File: src/mpf_regs.vh
// Notes on behaviour
// - Memory write stores a byte, halfword or word for width codes 1, 2, 4.
// - Memory write places bytes little-endian on the byte lanes.
// - Flash program writes one byte at a 24-bit offset.
// - Program, block program and erase need flash write enable.
// - Program offsets 01_0000 to 7F_FFFF only; lower offsets give an error.
// - Programming only clears bits; setting bits needs a sector erase.
// - Sector erase sets every bit of the sector to one.
// - Sectors are sequential 64 KB; sector number is offset over 64 KB.
// - Erase accepts sectors 1 to 127; sector 0 gives an error.
// - Flash read returns the byte at any offset up to 7F_FFFF.
// - Block program fetches bytes from shared memory and programs them in order.
`ifndef MPF_REGS_VH
`define MPF_REGS_VH

// ----------------------------------------
// Command codes
// ----------------------------------------
`define MPF_OP_MEMW 3'h0
`define MPF_OP_FPRG 3'h1
`define MPF_OP_FRD 3'h2
`define MPF_OP_FERS 3'h3
`define MPF_OP_FBLK 3'h4

// ----------------------------------------
// Flash operation codes
// ----------------------------------------
`define MPF_FL_READ 2'h0
`define MPF_FL_PROG 2'h1
`define MPF_FL_ERASE 2'h2

// ----------------------------------------
// Flash layout
// ----------------------------------------
`define MPF_FL_TOP 24'h7FFFFF
`define MPF_FL_USER_LO 24'h010000
`define MPF_SECT_SHIFT 16
`define MPF_SECT_MIN 32'h00000001
`define MPF_SECT_MAX 32'h0000007F

// ----------------------------------------
// Access widths and buffer
// ----------------------------------------
`define MPF_W_BYTE 3'h1
`define MPF_W_HALF 3'h2
`define MPF_W_WORD 3'h4
`define MPF_FIFO_DEPTH 8
`define MPF_FIFO_AW 3

`endif

File: src/mpf_top.v
`timescale 1ns/1ps
`default_nettype none
`include "mpf_regs.vh"

// ----------------------------------------
// Byte buffer between shared memory and flash
// ----------------------------------------
module mpf_fifo #(
	parameter WIDTH = 8,
	parameter DEPTH = `MPF_FIFO_DEPTH,
	parameter AW = `MPF_FIFO_AW
) (
	// Clock and reset
	input wire sys_clk,
	input wire rst,
	// Fill side
	input wire in_valid,
	output wire in_ready,
	input wire [WIDTH-1:0] in_data,
	// Drain side
	output wire out_valid,
	input wire out_ready,
	output wire [WIDTH-1:0] out_data
);
	reg [WIDTH-1:0] mem_q [0:DEPTH-1];
	reg [AW-1:0] wr_q;
	reg [AW-1:0] rd_q;
	reg [AW:0] cnt_q;
	wire push;
	wire pop;

	assign in_ready = (cnt_q != DEPTH[AW:0]);
	assign out_valid = (cnt_q != {(AW+1){1'b0}});
	assign out_data = mem_q[rd_q];
	assign push = in_valid && in_ready;
	assign pop = out_valid && out_ready;

	always @(posedge sys_clk) begin
		if (push) begin
			mem_q[wr_q] <= in_data;
		end
	end

	always @(posedge sys_clk or posedge rst) begin
		if (rst) begin
			wr_q <= {AW{1'b0}};
			rd_q <= {AW{1'b0}};
			cnt_q <= {(AW+1){1'b0}};
		end else begin
			if (push) begin
				wr_q <= wr_q + 1'b1;
			end
			if (pop) begin
				rd_q <= rd_q + 1'b1;
			end
			if (push && !pop) begin
				cnt_q <= cnt_q + 1'b1;
			end else if (pop && !push) begin
				cnt_q <= cnt_q - 1'b1;
			end
		end
	end
endmodule

// ----------------------------------------
// Memory write and flash command handler
// ----------------------------------------
module mpf_top (
	// Clock and reset
	input wire sys_clk,
	input wire rst,
	// Command in
	input wire cmd_valid,
	output reg cmd_ready,
	input wire [2:0] cmd_op,
	input wire [31:0] cmd_addr,
	input wire [2:0] cmd_width,
	input wire [31:0] cmd_data,
	input wire [31:0] cmd_ptr,
	input wire [23:0] cmd_count,
	input wire flash_wr_enable,
	// Response out
	output reg rsp_valid,
	output reg rsp_err,
	output reg [7:0] rsp_data,
	// Processor-space write port
	output reg mem_req,
	output reg [31:0] mem_addr,
	output reg [31:0] mem_wdata,
	output reg [3:0] mem_be,
	input wire mem_ack,
	// Shared memory read port
	output reg shm_req,
	output reg [31:0] shm_addr,
	input wire shm_ack,
	input wire [7:0] shm_rdata,
	// Flash port
	output reg fl_req,
	output reg [1:0] fl_op,
	output reg [23:0] fl_addr,
	output reg [7:0] fl_wdata,
	input wire fl_ack,
	input wire [7:0] fl_rdata
);
	localparam [5:0] ST_IDLE = 6'h01;
	localparam [5:0] ST_MEMW = 6'h02;
	localparam [5:0] ST_FWT = 6'h04;
	localparam [5:0] ST_BLK = 6'h08;
	localparam [5:0] ST_RSP = 6'h10;

	reg [5:0] state_q;
	reg pre_q;
	reg blk_q;
	reg [7:0] data_q;
	reg [23:0] left_q;
	reg [23:0] fetch_left_q;
	wire fifo_in_ready;
	wire fifo_out_valid;
	wire [7:0] fifo_out_data;
	wire fifo_pop;
	wire [24:0] blk_end;

	// Lane mask for an aligned access, zero when refused
	function [3:0] lane_mask;
		input [2:0] width;
		input [1:0] lo;
		begin
			if (width == `MPF_W_BYTE) begin
				lane_mask = 4'h1 << lo;
			end else if (width == `MPF_W_HALF && !lo[0]) begin
				lane_mask = 4'h3 << lo;
			end else if (width == `MPF_W_WORD && lo == 2'h0) begin
				lane_mask = 4'hF;
			end else begin
				lane_mask = 4'h0;
			end
		end
	endfunction

	// Programmable range, reserved sector excluded
	function in_user;
		input [31:0] off;
		begin
			// Upper address byte counts too, else it aliases into range
			in_user = (off[31:24] == 8'h00) && (off[23:0] >= `MPF_FL_USER_LO) &&
				(off[23:0] <= `MPF_FL_TOP);
		end
	endfunction

	assign fifo_pop = (state_q == ST_BLK) && fifo_out_valid;
	assign blk_end = {1'b0, cmd_addr[23:0]} + {1'b0, cmd_count} - 25'h1;

	mpf_fifo #(
		.WIDTH(8),
		.DEPTH(`MPF_FIFO_DEPTH),
		.AW(`MPF_FIFO_AW)
	) u_fifo (
		.sys_clk(sys_clk),
		.rst(rst),
		.in_valid(shm_req && shm_ack),
		.in_ready(fifo_in_ready),
		.in_data(shm_rdata),
		.out_valid(fifo_out_valid),
		.out_ready(fifo_pop),
		.out_data(fifo_out_data)
	);

	always @(posedge sys_clk or posedge rst) begin
		if (rst) begin
			state_q <= ST_IDLE;
			cmd_ready <= 1'b1;
			rsp_valid <= 1'b0;
			rsp_err <= 1'b0;
			rsp_data <= 8'h00;
			mem_req <= 1'b0;
			mem_addr <= 32'h00000000;
			mem_wdata <= 32'h00000000;
			mem_be <= 4'h0;
			shm_req <= 1'b0;
			shm_addr <= 32'h00000000;
			fl_req <= 1'b0;
			fl_op <= `MPF_FL_READ;
			fl_addr <= 24'h000000;
			fl_wdata <= 8'h00;
			pre_q <= 1'b0;
			blk_q <= 1'b0;
			data_q <= 8'h00;
			left_q <= 24'h000000;
			fetch_left_q <= 24'h000000;
		end else begin
			rsp_valid <= 1'b0;
			// ----------------------------------------
			// Shared memory fetch, one read outstanding
			// ----------------------------------------
			// Only asks when the buffer has room, so an answer never finds it full
			if (shm_req && shm_ack) begin
				shm_req <= 1'b0;
				shm_addr <= shm_addr + 32'h1;
				fetch_left_q <= fetch_left_q - 24'h1;
			end else if (!shm_req && fetch_left_q != 24'h0 && fifo_in_ready) begin
				shm_req <= 1'b1;
			end
			case (state_q)
			ST_IDLE: begin
				if (cmd_valid && cmd_ready) begin
					cmd_ready <= 1'b0;
					rsp_err <= 1'b0;
					rsp_data <= 8'h00;
					state_q <= ST_RSP;
					if (cmd_op == `MPF_OP_MEMW) begin
						if (lane_mask(cmd_width, cmd_addr[1:0]) == 4'h0) begin
							rsp_err <= 1'b1;
						end else begin
							mem_req <= 1'b1;
							mem_addr <= cmd_addr;
							mem_be <= lane_mask(cmd_width, cmd_addr[1:0]);
							// Lowest data byte goes to the lowest byte address
							mem_wdata <= cmd_data << {cmd_addr[1:0], 3'b000};
							state_q <= ST_MEMW;
						end
					end else if (cmd_op == `MPF_OP_FPRG) begin
						if (!flash_wr_enable || !in_user(cmd_addr)) begin
							rsp_err <= 1'b1;
						end else begin
							// Read first so the program can only clear bits
							fl_req <= 1'b1;
							fl_op <= `MPF_FL_READ;
							fl_addr <= cmd_addr[23:0];
							data_q <= cmd_data[7:0];
							pre_q <= 1'b1;
							blk_q <= 1'b0;
							state_q <= ST_FWT;
						end
					end else if (cmd_op == `MPF_OP_FRD) begin
						if (cmd_addr[23:0] > `MPF_FL_TOP || cmd_addr[31:24] != 8'h00) begin
							rsp_err <= 1'b1;
						end else begin
							fl_req <= 1'b1;
							fl_op <= `MPF_FL_READ;
							fl_addr <= cmd_addr[23:0];
							pre_q <= 1'b0;
							blk_q <= 1'b0;
							state_q <= ST_FWT;
						end
					end else if (cmd_op == `MPF_OP_FERS) begin
						if (!flash_wr_enable || cmd_addr < `MPF_SECT_MIN ||
								cmd_addr > `MPF_SECT_MAX) begin
							rsp_err <= 1'b1;
						end else begin
							fl_req <= 1'b1;
							fl_op <= `MPF_FL_ERASE;
							fl_addr <= {cmd_addr[7:0], 16'h0000};
							pre_q <= 1'b0;
							blk_q <= 1'b0;
							state_q <= ST_FWT;
						end
					end else if (cmd_op == `MPF_OP_FBLK) begin
						if (!flash_wr_enable || !in_user(cmd_addr) ||
								blk_end > {1'b0, `MPF_FL_TOP}) begin
							rsp_err <= 1'b1;
						end else if (cmd_count != 24'h0) begin
							fl_addr <= cmd_addr[23:0];
							left_q <= cmd_count;
							fetch_left_q <= cmd_count;
							shm_addr <= cmd_ptr;
							blk_q <= 1'b1;
							state_q <= ST_BLK;
						end
					end else begin
						rsp_err <= 1'b1;
					end
				end
			end
			ST_MEMW: begin
				if (mem_ack) begin
					mem_req <= 1'b0;
					state_q <= ST_RSP;
				end
			end
			ST_BLK: begin
				if (fifo_out_valid) begin
					data_q <= fifo_out_data;
					fl_req <= 1'b1;
					fl_op <= `MPF_FL_READ;
					pre_q <= 1'b1;
					state_q <= ST_FWT;
				end
			end
			ST_FWT: begin
				if (fl_ack) begin
					if (pre_q) begin
						pre_q <= 1'b0;
						fl_op <= `MPF_FL_PROG;
						fl_wdata <= fl_rdata & data_q;
					end else begin
						fl_req <= 1'b0;
						rsp_data <= fl_rdata;
						state_q <= ST_RSP;
						if (blk_q) begin
							left_q <= left_q - 24'h1;
							fl_addr <= fl_addr + 24'h1;
							if (left_q != 24'h1) begin
								state_q <= ST_BLK;
							end
						end
					end
				end
			end
			ST_RSP: begin
				rsp_valid <= 1'b1;
				cmd_ready <= 1'b1;
				blk_q <= 1'b0;
				state_q <= ST_IDLE;
			end
			default: begin
				state_q <= ST_IDLE;
			end
			endcase
		end
	end
endmodule
`default_nettype wire

File: config.mk
export PLATFORM = sky130hd
export DESIGN_NAME = mpf_top
export DESIGN_NICKNAME = d
export VERILOG_FILES = /design/src/mpf_top.v
export VERILOG_INCLUDE_DIRS = /design/src
export SDC_FILE = /design/constraint.sdc
export NUM_CORES = 1
export LEC_CHECK = 0
export ABC_CLOCK_PERIOD_IN_PS = 11530
export BUFFER_PORTS_ARGS = -buffer_cell sky130_fd_sc_hd__buf_2
export CAP_MARGIN = 10
export CORE_ASPECT_RATIO = 1.2
export CORE_MARGIN = 5
export CORE_UTILIZATION = 52
export CTS_CLUSTER_SIZE = 40
export DETAILED_ROUTE_END_ITERATION = 8
export PLACE_DENSITY = 0.76
export SETUP_SLACK_MARGIN = 0.3
export SLEW_MARGIN = 10
export SYNTH_ARGS = -nofsm -noshare
export SYNTH_HDL_FRONTEND = slang
export SYNTH_SLANG_ARGS = --single-unit
File: constraint.sdc
create_clock -name sys_clk -period 11.53 [get_ports sys_clk]
set_clock_uncertainty 0.05 [all_clocks]
set_input_delay 1.7295 -clock sys_clk [delete_from_list [all_inputs] [get_ports sys_clk]]
set_output_delay 1.7295 -clock sys_clk [all_outputs]
set_load 0.1 [all_outputs]
[Word level (Yosys, flattened, before mapping)]
Memory sizes are Yosys's and may differ from the RTL's.
Index checks and enable logic that the tools add are counted.
Storage, ports and cells
  memories: 1
  memory bits (read-only): 0
  output and inout bits: 148
  bits in latches: 0
  RAM bits: 64
  register bits after elaboration: 222
Memories
  u_fifo.mem_q: words 8, width 8, rd ports 1, clocked after Yosys merged registers in 0, write ports 1, line mpf_top.v:25  | reg [WIDTH-1:0] mem_q [0:DEPTH-1];
Cells by class
  multiply operators: 0
  $lt $le $gt $ge: 6
  bitwise logic cells: 2
  shift operators: 3
  multiplexer cells: 149
  reduce and logical (&&, ||, !) cells: 53
  div/mod/pow operators: 0
  equality and inequality tests: 40
  $add $sub $neg: 10
Operators with widths (number)
  2-to-1 mux 24 bit: 35
  2-to-1 mux 32 bit: 10
  case mux 24 bit (2 select lines): 2
  2-to-1 mux 8 bit: 8
  2-to-1 mux 6 bit: 9
  2-to-1 mux 1 bit: 48
  nonzero test 24 bit: 2
  subtractor 24 x 1 -> 24 bit, second input constant: 2
  2-to-1 mux 5 bit: 9
  != test 2 bit, second input constant: 18
  adder 32 x 1 -> 32 bit, second input constant: 1
  > comparator 32 x 7 -> 1 bit, second input constant: 1
  less-than comparator 32 x 1 -> 1 bit, second input constant: 1
  2-to-1 mux 4 bit: 8
  case mux 8 bit (2 select lines): 2
  << shifter 32 x 5 -> 32 bit: 1
  adder 24 x 24 -> 25 bit: 1
  > comparator 25 x 23 -> 1 bit, second input constant: 1
  subtractor 25 x 1 -> 25 bit, second input constant: 1
  adder 24 x 1 -> 24 bit, second input constant: 1
  greater-or-equal comparator 24 x 17 -> 1 bit, second input constant: 1
  > comparator 24 x 23 -> 1 bit, second input constant: 1
  <= comparator 24 x 23 -> 1 bit, second input constant: 1
  != test 24 x 1 -> 1 bit, second input constant: 1
  42 further kinds: 98

[Depth between registers and ports, before layout]
  depth in word-level cells: 14
  depth in mapped cells: 18

[Hierarchy]
From an unflattened synthesis, not the netlist that was laid out.
Second synthesis, totals
  cells, all modules: 1622
  area, all modules: 15936.5 um2
By module, submodules not included
  mpf_top: seq. area each 5282.6 um2, area each 12823.5 um2, cells each 1466, instances 1
  mpf_fifo: seq. area each 2172.1 um2, area each 3113.0 um2, cells each 156, instances 1

[Worst setup path after synthesis]
OpenSTA, ideal clock, no wires.
  path type: input-to-reg
  start point: input cmd_addr[0]
  end point: register shm_addr[26]
  path slack: 6.268 ns
  stages: 18
  required time: 11.355 ns
  arrival: 5.087 ns
  library setup time: 0.125 ns
  path through: clkbuf_1 -> clkbuf_1 -> inv_1 -> ha_1 -> inv_1 -> ha_1 -> inv_1 -> fa_1 -> nor2b_1 -> o21a_1 -> o2111ai_1 -> a21oi_1 -> o21ai_0 -> a2111oi_4 -> nand3_2 -> buf_4 -> buf_6 -> mux2_4
Between the ends
  cells in the longest elaborated chain, start to end: 14
  elaborated cells between the ends (all ways): 18
Ends and longest elaborated chain
  from (decl): line mpf_top.v:76  | input wire [31:0] cmd_addr,
  branches (longest 5 deep; another with adder 24 x 24 -> 25 bit)
  logical OR 1 bit (*): line mpf_top.v:258  | if (!flash_wr_enable || !in_user(cmd_addr) ||
  2-to-1 mux 32 bit (*): line mpf_top.v:258
  2-to-1 mux 32 bit (*): line mpf_top.v:257  | end else if (cmd_op == `MPF_OP_FBLK) begin
  2-to-1 mux 32 bit (*): line mpf_top.v:245  | end else if (cmd_op == `MPF_OP_FERS) begin
  2-to-1 mux 32 bit (*): line mpf_top.v:234  | end else if (cmd_op == `MPF_OP_FRD) begin
  2-to-1 mux 32 bit (*): line mpf_top.v:221  | end else if (cmd_op == `MPF_OP_FPRG) begin
  2-to-1 mux 32 bit (*): line mpf_top.v:210  | if (cmd_op == `MPF_OP_MEMW) begin
  2-to-1 mux 32 bit (*): line mpf_top.v:205  | if (cmd_valid && cmd_ready) begin
  2-to-1 mux 32 bit (*): line mpf_top.v:203  | case (state_q)
  to (signal assigned): line mpf_top.v:198  | shm_addr <= shm_addr + 32'h1;
  to (signal assigned): line mpf_top.v:265  | shm_addr <= cmd_ptr;
  to (decl): line mpf_top.v:94  | output reg [31:0] shm_addr,
Mark *: on every way between the ends.
A chain may end at the register's enable or synchronous reset.

[Worst setup path after layout]
  start point: input cmd_addr[0]
  end point: register shm_addr[19]
The elaborated chain is that of the path after synthesis.

==> metrics.txt <==
Routed wire per std cell between 20 and 25 um; Setup Total Neg Slack 0 ns; async set or reset register ratio after synthesis around 78%; R2R depth 10; Slew @ Worst Pin roughly 1.2 ns; post-synth cell types 74; Die Y-Extent between 200 and 250 um; most instantiated cells after synthesis dfrtp_1, inv_1, nand2_1, nor2_1, o21ai_0; sequential fraction of the synthesis area 47.2%; area delta synth->final 17.7%; most used cell, CP inv_1; CTS clk-pin slew, worst paths 0.07 ns; final setup violation count 0; HPWL Detailed roughly 34000 um; number of global-route vias before repair 13.5k; post-CTS sizing 0; Pleak approximately 8.8 nW; Rows 70; Hold Buf Count CTS 0; FILL cells roughly 2.6k; outcome finished clean; pwr dens about 140 mW/mm2; CP required between 10 and 15 ns; share of the synthesized area in the top cell type around a third; first-pass GRT wire length 73300 um; Slew Limit Fails 0; final hold violations 0; post-route ant nets 0; Arr. time, crit path roughly 6.4 ns; Ys Warns 0; Min-Delay Path Class register to register; Initial Util between 50% and 60%; Via density slightly below 6; endpoint class of the critical path register; number of antenna violations at the first check in global routing 2; period utilization 52.1%; I/O pins between 200 and 300; Yosys reg bits 285; Routed Wire Length 46700 um; Total GRT Usage between 20% and 30%; f_max 167 MHz; Finished Cell Area 0.0186 mm2; dpl cell area 0.0176 mm2; Worst path slowest cell nand3_4; cell area after synthesis roughly 0.016 mm2; VDD IR max around 140 uV; largest net degree at the start of global routing between 100 and 150; CTS Buf Count 29; slowest stage delay, CP 0.85 ns; die footprint roughly 0.034 mm2; RSZ-0062 raised after global routing no; CTS root buffer clkbuf_16; Synth Net Count between 1.5k and 2k; # DRC 0; H-tree levels 1; most numerous cell in the Yosys netlist dfrtp_1; register area roughly 0.0075 mm2; ratio of cells with drive above 1 in the final layout 23.7%; Max-cap violations 0; Synth area leader dfrtp_1; starting DRC count in detailed routing approximately 1.3k; Sink Count about 290; Post-Syn Instances 1589; gpl congestion between 0.9 and 1; Worst Hold Depth 2; top_reg_cell synth dfrtp_1; CTS tree yes; EDFF count, synth 64; fin crit period 6.00 ns; CP Max Fanout between 50 and 60; top post-synthesis cells by area dfrtp_1, edfxtp_1, ha_1; GRT overflow 0; Crit Path Category primary input to register; Vias roughly 14k; crit path launch type primary input; Post-CTS Setup Repair Bufs 0; Mean Syn Cell Area roughly 9.9 um2; Clock Tree Buf Depth 3; CP Cell Sequence buf_2 -> inv_1 -> ha_1 -> inv_1 -> ha_1 -> inv_1 -> fa_1 -> nor2b_1 -> o21a_1 -> o2111ai_1 -> a21oi_1 -> o21ai_0 -> a2111oi_4 -> nand3_4 -> mux2_2; clk_lat worst skew approximately 0.57 ns; area of the multi-input gates 0.00754 mm2; max_slew headroom 19.6%; number of port buffers a little under 300; Die W approximately 170 um; Nets a little over 2k; first-pass iteration count of the detailed router 6; Core ar. 0.0302 mm2
-- state kept, by name, summed over array words and instances, names as in the netlist, 2 cells and up --
name / cells
u_fifo.rd_q: 3
shm_addr: 32
mem_be: 4
u_fifo.cnt_q: 4
u_fifo.wr_q: 3
mem_addr: 32
rsp_data: 8
fl_addr: 24
u_fifo.mem_q: 64
left_q: 24
data_q: 8
fl_op: 2
fetch_left_q: 24
fl_wdata: 8
state_q: 5
mem_wdata: 32
-- path summary, 6_finish.rpt --
kind                                               to                    from  slack, ns
max                            shm_addr[19]$_DFF_PP0_             cmd_addr[0]       5.53
min                               mem_req$_DFFE_PP0P_     mem_req$_DFFE_PP0P_       0.42
max reg2reg                    fl_addr[2]$_DFFE_PP0P_  state_q[0]$_DFFE_PP1P_       7.50
min reg2reg                       mem_req$_DFFE_PP0P_     mem_req$_DFFE_PP0P_       0.42
max in group asynchronous    mem_addr[12]$_DFFE_PP0P_                     rst       8.80
min in group asynchronous  fetch_left_q[13]$_DFF_PP0_                     rst       1.14
-- cells by family after synthesis --
logic type | count (synthesis) | synth area share [%]
compound gates | 364 | 14.9
xor+xnor | 64 | 3.55
fa+ha+maj | 63 | 5.08
buf+inv | 221 | 5.48
flops | 285 | 47.2
mux | 120 | 9.41
simple gates | 472 | 14.4
-- metal layers --
| layer | track usage (%) | part of all wire [%] |
|---|---|---|
| met1 | 33.7 | 37 |
| met2 | 44.5 | 49 |
| met3 | 6.26 | 9.7 |
| met4 | 10.7 | 4.5 |
| met5 | 0 | 0.028 |
-- cells in the final DEF, fill, tap and decap left out, types with 45 or more instances in the layout --
cell and instances:
a21oi_1 87, buf_2 296, dfrtp_1 219, edfxtp_1 64
ha_1 61, inv_1 138, mux2_2 47, mux2i_1 51
nand2_1 131, nand3_1 61, nor2_1 118, o21ai_0 94
xnor2_1 45
-- cell type report --
class	count	area share, %
Tap cell	396	2.66
Clock buffer	36	4.10
Clock inverter	18	1.28
Antenna cell	1	0.0135
Multi-Input combinational cell	1083	40.5
Inverter	139	2.85
Sequential cell	285	40.1
Timing Repair Buffer	309	8.49
-- where the power goes --
part	total, mW	internal (mW)	switching [mW]
Combinational	0.477	0.159	0.318
Clock	1.01	0.585	0.421
Sequential	1.17	1.11	0.0634
Total	2.66	1.85	0.803
-- through the flow --
stage / hold WS [ns] / std cells / setup WS, ns / util (%) / power, mW
4_1_cts: 0.423 / 2266 / 5.55 / 61.5 / 2.67
3_3_place_gp: 0.405 / 2212 / 5.10 / 58.2 / 1.65
5_1_grt: 0.441 / 2266 / 5.14 / 61.5 / 2.77
2_1_floorplan: 0.399 / 1589 / 3.70 / - / 1.52
3_5_place_dp: 0.408 / 2212 / 4.96 / 58.2 / 1.67
6_report: 0.419 / 2267 / 5.53 / 61.6 / 2.66
-- worst max-delay path, delay by kind of cell --
kind	cells	cell delay [ns]
compound gates	5	1.28
buf+inv	4	0.99
simple gates	2	0.97
fa+ha+maj	3	0.77
mux	1	0.60
(Power assumes the default switching activity.)
